$ cat src/rbh_pkg.sv
// shared constants and carriers for the remote bit handshake block
package rbh_pkg;

  ////////////////////////////////////////////////////////////////////////
  // register map, byte addresses on the apb side
  localparam logic [7:0]  RBH_OFS_CTRL    = 8'h00; // terminal link mask
  localparam logic [7:0]  RBH_OFS_STATUS  = 8'h04; // returned bit image
  localparam logic [7:0]  RBH_OFS_REQUEST = 8'h08; // last received image
  localparam logic [7:0]  RBH_OFS_CMDCNT  = 8'h0c; // commands started

  // reset values
  localparam logic [8:0]  RBH_MASK_RST    = 9'h1ff; // all terminals live
  localparam logic [31:0] RBH_IMG_RST     = 32'h0000_0000;
  localparam logic [15:0] RBH_CNT_RST     = 16'h0000;

  ////////////////////////////////////////////////////////////////////////
  // request image bit positions (master to device)
  localparam int RBH_RY_TERM_LO   = 2;  // terminal commands 2..8
  localparam int RBH_RY_TERM_HI   = 8;
  localparam int RBH_RY_TERM8     = 10; // terminal commands 10..11
  localparam int RBH_RY_TERM9     = 11;
  localparam int RBH_RY_MON       = 12; // monitor_request
  localparam int RBH_RY_REF       = 13; // reference_set_request
  localparam int RBH_RY_CMD       = 15; // command_exec_request
  localparam int RBH_RY_ALRST     = 26; // alarm_reset_request

  // status image bit positions (device to master)
  localparam int RBH_RX_FWD       = 0;  // running_forward_status
  localparam int RBH_RX_REV       = 1;  // running_reverse_status
  localparam int RBH_RX_TERM_LO   = 2;  // six output terminals 2..7
  localparam int RBH_RX_MON       = 12; // monitoring_status
  localparam int RBH_RX_REF       = 13; // reference set completed
  localparam int RBH_RX_CMD       = 15; // command_exec_done
  localparam int RBH_RX_ALARM     = 26; // alarm_state_status
  localparam int RBH_RX_READY     = 27; // station_ready_status

  ////////////////////////////////////////////////////////////////////////
  // drive side status, all asynchronous to SYS_CLK
  typedef struct packed {
    logic       fwd;      // motor turning forward
    logic       rev;      // motor turning reverse
    logic [5:0] term;     // output terminal states
    logic       trip;     // drive in trip
    logic       ready;    // drive ready after power-up or reset
    logic       mon_done; // monitor values stored
    logic       ref_done; // reference written into drive
    logic       cmd_done; // all command codes processed
  } rbh_drv_stat_s;

  // apb request carrier
  typedef struct packed {
    logic        psel;
    logic        penable;
    logic        pwrite;
    logic [7:0]  paddr;
    logic [31:0] pwdata;
  } rbh_apb_req_s;

  // command handshake states, one-hot
  typedef enum logic [2:0] {
    RBH_CMD_IDLE = 3'b001,
    RBH_CMD_BUSY = 3'b010,
    RBH_CMD_DONE = 3'b100
  } rbh_cmd_e;

endpackage

$ cat src/rbh_core.sv
// The implementer's own choices: the address map and the APB register port.
`timescale 1ns/1ps
module rbh_core
  import rbh_pkg::*;
(
  // clock and reset
  input  wire logic          SYS_CLK,
  input  wire logic          RESETN,
  // apb slave
  input  wire rbh_apb_req_s  APB_REQ,
  output logic [31:0]        PRDATA,
  output logic               PREADY,
  output logic               PSLVERR,
  // cyclic link image, same clock
  input  wire logic [31:0]   RY_IMAGE,
  input  wire logic          RY_STROBE,
  output logic [31:0]        RX_IMAGE,
  // drive side status pins
  input  wire rbh_drv_stat_s DRV_STAT,
  // drive side controls
  output logic               DRV_MON_REFRESH,
  output logic               DRV_REF_APPLY,
  output logic               DRV_CMD_START,
  output logic               DRV_ALARM_RESET,
  output logic [8:0]         DRV_TERM_CMD
);

  ////////////////////////////////////////////////////////////////////////
  // declarations
  rbh_drv_stat_s drv_s1_r;        // first sync stage, read by s2 only
  rbh_drv_stat_s drv_s2_r;        // synchronised drive status
  logic          trip_d_r;        // delayed trip for edge detect
  logic [31:0]   ry_cur_r;        // image currently in force
  logic [8:0]    mask_r;          // terminals operable over the link
  logic [15:0]   cmd_cnt_r;       // commands started since reset
  logic          mon_refresh_r;   // drive monitor refresh enable
  logic          ref_apply_r;     // drive reference apply enable
  logic          cmd_start_r;     // one-cycle command start
  logic          alarm_reset_r;   // one-cycle alarm reset
  logic [8:0]    term_cmd_r;      // gated terminal commands
  logic          monitoring_r;    // monitoring status
  logic          ref_done_r;      // reference set completed
  logic          alarm_r;         // alarm state status
  logic          alarm_nxt;
  logic          ready_r;         // station ready status
  logic          fwd_r;           // forward running status
  logic          rev_r;           // reverse running status
  logic [5:0]    term_st_r;       // output terminal states
  rbh_cmd_e      cmd_state_r;     // command handshake state
  rbh_cmd_e      cmd_state_nxt;
  logic          rise_cmd;        // command request rose this image
  logic          fall_alrst;      // alarm reset request fell
  logic          trip_rise;       // drive just tripped
  logic [31:0]   prdata_r;
  logic          pready_r;
  logic          pslverr_r;

  ////////////////////////////////////////////////////////////////////////
  // helpers

  // true when an address is one of the mapped words
  function automatic logic rbh_mapped(input logic [7:0] a);
    rbh_mapped = (a == RBH_OFS_CTRL) || (a == RBH_OFS_STATUS) ||
                 (a == RBH_OFS_REQUEST) || (a == RBH_OFS_CMDCNT);
  endfunction

  // pick the nine terminal command bits out of an image
  function automatic logic [8:0] rbh_term_bits(input logic [31:0] img);
    rbh_term_bits = {img[RBH_RY_TERM9], img[RBH_RY_TERM8],
                     img[RBH_RY_TERM_HI:RBH_RY_TERM_LO]};
  endfunction

  ////////////////////////////////////////////////////////////////////////
  // drive status synchroniser, two stages before any logic
  always_ff @(posedge SYS_CLK or negedge RESETN) begin
    if (!RESETN) begin
      drv_s1_r <= '0;
      drv_s2_r <= '0;
      trip_d_r <= 1'b0;
    end else begin
      drv_s1_r <= DRV_STAT;
      drv_s2_r <= drv_s1_r;
      trip_d_r <= drv_s2_r.trip;
    end
  end

  ////////////////////////////////////////////////////////////////////////
  // edge detection against the previous image, and of the trip against trip_d_r
  // only a fresh image can make a request edge, so a held bit never retriggers
  always_comb begin
    rise_cmd   = RY_STROBE & RY_IMAGE[RBH_RY_CMD] &
                 ~ry_cur_r[RBH_RY_CMD];
    fall_alrst = RY_STROBE & ~RY_IMAGE[RBH_RY_ALRST] &
                 ry_cur_r[RBH_RY_ALRST];
    trip_rise  = drv_s2_r.trip & ~trip_d_r;
  end

  // image register, updated on every cyclic strobe
  always_ff @(posedge SYS_CLK or negedge RESETN) begin
    if (!RESETN) begin
      ry_cur_r <= RBH_IMG_RST;
    end else if (RY_STROBE) begin
      ry_cur_r <= RY_IMAGE;
    end
  end

  ////////////////////////////////////////////////////////////////////////
  // level requests towards the drive
  always_ff @(posedge SYS_CLK or negedge RESETN) begin
    if (!RESETN) begin
      mon_refresh_r <= 1'b0;
      ref_apply_r   <= 1'b0;
      term_cmd_r    <= 9'h000;
    end else begin
      // held request keeps refreshing, not a single snapshot
      mon_refresh_r <= ry_cur_r[RBH_RY_MON];
      ref_apply_r   <= ry_cur_r[RBH_RY_REF];
      // terminals not operable over the link read as off
      term_cmd_r    <= rbh_term_bits(ry_cur_r) & mask_r;
    end
  end

  ////////////////////////////////////////////////////////////////////////
  // monitor and reference completion flags
  // the request level is the only clear; a done with the request
  // already gone has nothing to report, so the clear wins there
  always_ff @(posedge SYS_CLK or negedge RESETN) begin
    if (!RESETN) begin
      monitoring_r <= 1'b0;
      ref_done_r   <= 1'b0;
    end else begin
      if (!ry_cur_r[RBH_RY_MON]) begin
        monitoring_r <= 1'b0;
      end else if (drv_s2_r.mon_done) begin
        monitoring_r <= 1'b1;
      end
      if (!ry_cur_r[RBH_RY_REF]) begin
        ref_done_r <= 1'b0;
      end else if (drv_s2_r.ref_done) begin
        ref_done_r <= 1'b1;
      end
    end
  end

  ////////////////////////////////////////////////////////////////////////
  // command handshake, next state
  always_comb begin
    cmd_state_nxt = cmd_state_r;
    case (cmd_state_r)
      RBH_CMD_IDLE: begin
        if (rise_cmd) begin
          cmd_state_nxt = RBH_CMD_BUSY;
        end
      end
      RBH_CMD_BUSY: begin
        // finish the started command even if the request is dropped
        if (drv_s2_r.cmd_done) begin
          cmd_state_nxt = ry_cur_r[RBH_RY_CMD] ? RBH_CMD_DONE
                                               : RBH_CMD_IDLE;
        end
      end
      RBH_CMD_DONE: begin
        if (!ry_cur_r[RBH_RY_CMD]) begin
          cmd_state_nxt = RBH_CMD_IDLE;
        end
      end
      default: begin
        cmd_state_nxt = RBH_CMD_IDLE;
      end
    endcase
  end

  // command state and start pulse
  always_ff @(posedge SYS_CLK or negedge RESETN) begin
    if (!RESETN) begin
      cmd_state_r <= RBH_CMD_IDLE;
      cmd_start_r <= 1'b0;
      cmd_cnt_r   <= RBH_CNT_RST;
    end else begin
      cmd_state_r <= cmd_state_nxt;
      // one pulse per rising request seen in idle; a held bit never repeats
      cmd_start_r <= (cmd_state_r == RBH_CMD_IDLE) & rise_cmd;
      if ((cmd_state_r == RBH_CMD_IDLE) && rise_cmd) begin
        cmd_cnt_r <= cmd_cnt_r + 16'h0001;
      end
    end
  end

  ////////////////////////////////////////////////////////////////////////
  // alarm and station ready
  // a trip in the same cycle as a reset edge wins
  always_comb begin
    if (trip_rise) begin
      alarm_nxt = 1'b1;
    end else if (fall_alrst) begin
      alarm_nxt = 1'b0;
    end else begin
      alarm_nxt = alarm_r;
    end
  end

  always_ff @(posedge SYS_CLK or negedge RESETN) begin
    if (!RESETN) begin
      alarm_r       <= 1'b0;
      ready_r       <= 1'b0;
      alarm_reset_r <= 1'b0;
    end else begin
      alarm_r       <= alarm_nxt;
      // ready follows the drive but drops in the alarm's own update
      ready_r       <= drv_s2_r.ready & ~alarm_nxt;
      // only a falling request edge resets the drive trip
      alarm_reset_r <= fall_alrst & alarm_r;
    end
  end

  ////////////////////////////////////////////////////////////////////////
  // running direction and terminal states
  always_ff @(posedge SYS_CLK or negedge RESETN) begin
    if (!RESETN) begin
      fwd_r     <= 1'b0;
      rev_r     <= 1'b0;
      term_st_r <= 6'h00;
    end else begin
      // both asserted is not a real rotation, show neither
      fwd_r     <= drv_s2_r.fwd & ~drv_s2_r.rev;
      rev_r     <= drv_s2_r.rev & ~drv_s2_r.fwd;
      term_st_r <= drv_s2_r.term;
    end
  end

  ////////////////////////////////////////////////////////////////////////
  // apb slave: no wait state, answer in the first access cycle
  always_ff @(posedge SYS_CLK or negedge RESETN) begin
    if (!RESETN) begin
      pready_r  <= 1'b0;
      pslverr_r <= 1'b0;
      prdata_r  <= 32'h0000_0000;
    end else begin
      pready_r  <= APB_REQ.psel & ~APB_REQ.penable;
      pslverr_r <= APB_REQ.psel & ~APB_REQ.penable &
                   ~rbh_mapped(APB_REQ.paddr);
      prdata_r  <= 32'h0000_0000;
      if (APB_REQ.psel && !APB_REQ.penable && !APB_REQ.pwrite) begin
        case (APB_REQ.paddr)
          RBH_OFS_CTRL:    prdata_r <= {23'h000000, mask_r};
          RBH_OFS_STATUS:  prdata_r <= RX_IMAGE;
          RBH_OFS_REQUEST: prdata_r <= ry_cur_r;
          RBH_OFS_CMDCNT:  prdata_r <= {16'h0000, cmd_cnt_r};
          default:         prdata_r <= 32'h0000_0000;
        endcase
      end
    end
  end

  // control write, taken at the completing access edge
  always_ff @(posedge SYS_CLK or negedge RESETN) begin
    if (!RESETN) begin
      mask_r <= RBH_MASK_RST;
    end else if (APB_REQ.psel && APB_REQ.penable && pready_r &&
                 APB_REQ.pwrite && APB_REQ.paddr == RBH_OFS_CTRL) begin
      mask_r <= APB_REQ.pwdata[8:0];
    end
  end

  ////////////////////////////////////////////////////////////////////////
  // outputs straight from flip-flops, except the command done bit decoded from cmd_state_r
  always_comb begin
    RX_IMAGE                  = 32'h0000_0000;
    RX_IMAGE[RBH_RX_FWD]      = fwd_r;
    RX_IMAGE[RBH_RX_REV]      = rev_r;
    RX_IMAGE[RBH_RX_TERM_LO +: 6] = term_st_r;
    RX_IMAGE[RBH_RX_MON]      = monitoring_r;
    RX_IMAGE[RBH_RX_REF]      = ref_done_r;
    RX_IMAGE[RBH_RX_CMD]      = cmd_state_r == RBH_CMD_DONE;
    RX_IMAGE[RBH_RX_ALARM]    = alarm_r;
    RX_IMAGE[RBH_RX_READY]    = ready_r;
  end

  assign PRDATA          = prdata_r;
  assign PREADY          = pready_r;
  assign PSLVERR         = pslverr_r;
  assign DRV_MON_REFRESH = mon_refresh_r;
  assign DRV_REF_APPLY   = ref_apply_r;
  assign DRV_CMD_START   = cmd_start_r;
  assign DRV_ALARM_RESET = alarm_reset_r;
  assign DRV_TERM_CMD    = term_cmd_r;
endmodule

$ cat config.mk
export PLATFORM = sky130hd
export DESIGN_NAME = rbh_core
export DESIGN_NICKNAME = d
export VERILOG_FILES = /design/src/rbh_pkg.sv /design/src/rbh_core.sv
export SDC_FILE = /design/constraint.sdc
export NUM_CORES = 1
export LEC_CHECK = 0
export ABC_AREA = 1
export CORE_MARGIN = 8
export CORE_UTILIZATION = 25
export DETAILED_ROUTE_END_ITERATION = 16
export DONT_BUFFER_PORTS = 1
export HOLD_SLACK_MARGIN = 0.12
export MAX_ROUTING_LAYER = met4
export PLACE_DENSITY_LB_ADDON = 0.2
export SLEW_MARGIN = 10
export SYNTH_ARGS = -nofsm -noshare
export SYNTH_HDL_FRONTEND = slang
export SYNTH_SLANG_ARGS = --single-unit
export TNS_END_PERCENT = 10
$ cat constraint.sdc
create_clock -name SYS_CLK -period 2.7 [get_ports SYS_CLK]
set_clock_uncertainty 0.05 [all_clocks]
set_input_delay 0.27 -clock SYS_CLK [delete_from_list [all_inputs] [get_ports SYS_CLK]]
set_output_delay 0.27 -clock SYS_CLK [all_outputs]
set_load 0.01 [all_outputs]
== Word level (Yosys, flattened, before mapping) ==
Cells that the tools add are included.
Operators by class
  add/sub/neg operators: 1
  equal/unequal tests: 11
  muxes and demuxes: 13
  bitwise gates (word level): 21
  reductions and logical operators: 14
Operators by type and width (count)
  $pmux 32 s4: 1
  $mux 32: 1
  $add 16x1->16 const B: 1
  $eq 8x4->1 const B: 2
  $and 1x1->1: 12
  $mux 3: 4
  $ne 2x2->1 const B: 5
  $and 9x9->9: 1
  $pmux 3 s3: 1
  $eq 8x3->1 const B: 1
  $logic_not 8->1: 1
  $not 1->1: 8
  $logic_and 1x1->1: 7
  $mux 1: 6
  $eq 3x1->1 const B: 1
  $eq 3x2->1 const B: 1
  $eq 3x3->1 const B: 1
  $logic_or 1x1->1: 3
  $reduce_and 3->1: 1
  $logic_not 1->1: 2
Storage, ports and cells
  flip-flop bits (word level): 146
  input bits: 91

== Logic depth before layout (Yosys ltp) ==
  depth in word-level cells: 7
  mapped depth: 9
  gate-level depth less buffers: 8

== Worst setup path after synthesis ==
No wires, ideal clock.
  path type: reg-to-reg
  start point: register cmd_state_r[0]
  end point: register cmd_cnt_r[9]
  data arrival time: 1.216 ns
  required time: 2.527 ns
  setup slack: 1.310 ns
  cell stages (with the launch flop): 6
  period minus slack after synthesis: 1.390 ns
  cell sequence: dfstp_2 nand3_1 nor2_4 buf_2 nand3_1 xnor2_1
On the way
  cells in the longest elaborated chain, start to end: 2
RTL lines
  from (decl): line rbh_core.sv:49  | rbh_cmd_e cmd_state_r;
  from (signal assigned): line rbh_core.sv:180  | cmd_state_r <= cmd_state_nxt;
  $eq 3x1->1: line rbh_core.sv:183  | if ((cmd_state_r == RBH_CMD_IDLE) && rise_cmd) begin
  $logic_and 1x1->1: line rbh_core.sv:183
  to (signal assigned): line rbh_core.sv:184  | cmd_cnt_r <= cmd_cnt_r + 16'h0001;
  to (decl): line rbh_core.sv:35  | logic [15:0] cmd_cnt_r;
Every way passes these cells.
A chain may end at the register's enable or synchronous reset.

== Worst setup path in the final report ==
  start point: register cmd_state_r[0]
  end point: register cmd_cnt_r[14]
Same word-level chain as after synthesis.

==> flow_summary.ini <==
[critical_path]
worstPathMaxFanout = 15
cp_cell_sequence = nand3_1 -> nor2_4 -> nand2_1 -> nor2_1 -> nand2_1 -> nand2_1 -> nand2_1
worstPathArrival_ns = 2.10
cp.required_ns = 2.96
slowest_delay_ns = 0.54
critPathKind = flop to flop
cpMostUsedCell = nand2_1
cp-start-kind = flop
critPathCaptureType = flop
crit_path_top_delay_cell = dfstp_2
reg2reg_depth = 7

[cells_and_area]
postLayoutCellArea_sq_um = 7330
utilization = 0.313
final_cell_mix = nand2_1 (171), dfrtp_1 (136), inv_1 (63)
final.fill_count = 2476
final_common_cell = nand2_1
syn_to_final_growth_pct = 23.5
n_antenna_cell = 0
drive_above_1_share = 0.110
layout.nets = 770

[yosys]
synth.area.top_cells = dfrtp_1 (57%), nand2_1 (11%), dfstp_2 (4.4%), inv_1 (4.0%), nor2_1 (3.9%)
synth_edf_count = 0
synth_area_per_cell_sq_um = 9.60
synth_top_area_share = 0.573
ys_types = 27
synth_largest_area_cell = dfrtp_1
netlist_area_sq_um = 5930
ys_seq_area_frac = 0.618
ys.warnings.count = 0
synth_top_flop_cell = dfrtp_1
synthCells = 618
synth_seq_cells = 146
async_flop_share = 1.00

[timing]
holdWs_ns = -0.502
final-setup-viol-count = 0
fin_crit_sh = 0.682
setup_tns_ns = 0
fmax_ghz = 0.543
slew_headroom = 0.533
post-route-min-period_ns = 1.84
worst_pin_slew_ns = 0.695
rsz0062_at_grt = false
hold_viol_final = 146
slew_violations = 0

[floorplan]
core-area_sq_um = 23400
rows = 56
initial_utilization = 0.254
io-pin-count = 170
die_y_microns = 170
die_w_microns = 170
die_area_sq_um = 28900

[global_route]
grt_max_degree = 147
grt_usage = 0.116
grt_pass1_vias = 4453
grt_pass1_wl_mm = 24.9
grt_overflow = 0
antenna_found_initial = 0

[route]
drtIter0Drc = 190
met1_length_mm = 7.15
top_layer_used = met4
avgRoutedWirePerCell_microns = 15.5
dr.pass1.iters = 5
met2_length_mm = 6.84
vias = 4142
drc = 0
dr_wl_met3_mm = 1.49
ant_nets = 0
wl_mm = 15.6
viasPerCell = 4.10

[clock_network]
cts_root_buffer = clkbuf_16
worstSkewPairLatency_ns = 0.41
cts_resized = 0
cts_buffer_depth = 2
clkSinkCount = 146
path_clk_slew_ns = 0.06
numCtsBuffers = 17
cts_tree = yes
cts_max_level = 4
cts_hold_buf = 58

[place]
placed_cell_area_sq_um = 6150
gp_congestion = 0.773
portBuffers = 0
dp_hpwl_mm = 10.7

[job]
drv_cap = 0

[pwr]
p_leak_nw = 3.50
peakVddDrop_v = 0.000454
totalPowerFinal_mw = 5.14
power_per_cell_area_nw_per_um2 = 702

[worst_hold_path]
hp-class = input port to async pin

[outcome]
status = finished with violations
violations = hold timing
[cell type report]
cell class	count	area, sq um	share of cell area
Inverter	63	236	0.0323
Timing Repair Buffer	62	621	0.0847
Clock buffer	20	457	0.0623
Clock inverter	12	130	0.0178
Tap cell	319	399	0.0545
Sequential cell	146	3670	0.500
Multi-Input combinational cell	388	1820	0.248
[stage by stage]
| step | instances | setup WS (ns) |
|---|---|---|
| 2_1_floorplan | 636 | 1.31 |
| 3_3_place_gp | 920 | 0.905 |
| 3_5_place_dp | 920 | 0.861 |
| 4_1_cts | 1010 | 0.851 |
| 5_1_grt | 1010 | 0.718 |
| 6_report | 1010 | 0.860 |
[power breakdown]
part / switching [mW] / internal (mW)
logic: 0.208 / 0.145
registers: 0.117 / 2.33
clock network: 0.931 / 1.41
[logic make-up (layout without fill, tap and decap cells)]
group | after synthesis | count (layout) | share of synthesized area
compound gates | 29 | 29 | 0.0245
xor+xnor | 10 | 10 | 0.0148
fa+ha+maj | 1 | 1 | 0.00211
buf+inv | 102 | 157 | 0.0873
flops | 146 | 146 | 0.618
other cells | 1 | 19 | 0.000632
simple gates | 329 | 329 | 0.253
[repair_timing]
| item | in CTS | in global routing |
|---|---|---|
| endpoints found under the hold margin | 206 | 146 |
| setup buffers | 0 | 0 |
| setup endpoints to repair | 0 | 0 |
[metal layers]
layer,vias to the layer above,global-route usage
li1,1980,-
met1,2006,0.148
met2,146,0.168
met3,10,0.0452
met4,0,0.0332
met5,-,-
[flip-flops by register name, indices dropped and copies added, names as in the netlist, 3 cells and up]
signal and count:
PRDATA 32, ry_cur_r 32, cmd_cnt_r 16, drv_s1_r 13
drv_s2_r 13, DRV_TERM_CMD 9, mask_r 9, term_st_r 6
cmd_state_r 3
[path summary, 6_finish.rpt]
kind | start | endpoint | slack [ns]
setup / recovery | cmd_state_r[0] | cmd_cnt_r[14] | 0.86
hold / removal | RESETN | ry_cur_r[23] | -0.50
setup reg to reg | cmd_state_r[0] | cmd_cnt_r[14] | 0.86
hold reg to reg | drv_s2_r[5] | term_st_r[0] | 0.30
max in group asynchronous | RESETN | mask_r[6] | 2.82
min in group SYS_CLK | RY_STROBE | ry_cur_r[9] | 0.15
[cells in the mapped netlist, types with 5 or more instances]
library cell    n
buf_4          27
clkbuf_1        6
dfrtp_1       136
dfstp_2        10
inv_1          63
nand2_1       171
nand3_1        41
nand4_1         5
nor2_1         62
nor2_2          6
nor2_4         15
nor3_1         18
o21ai_0        29
xnor2_1         5
xor2_1          5
[critical path, delay by kind of cell, from the launching register on]
family | cells | cell delay [ns]
AND/OR/NAND/NOR | 7 | 1.13
flip-flops | 1 | 0.54
No activity file was read; power rests on OpenSTA's default activity.
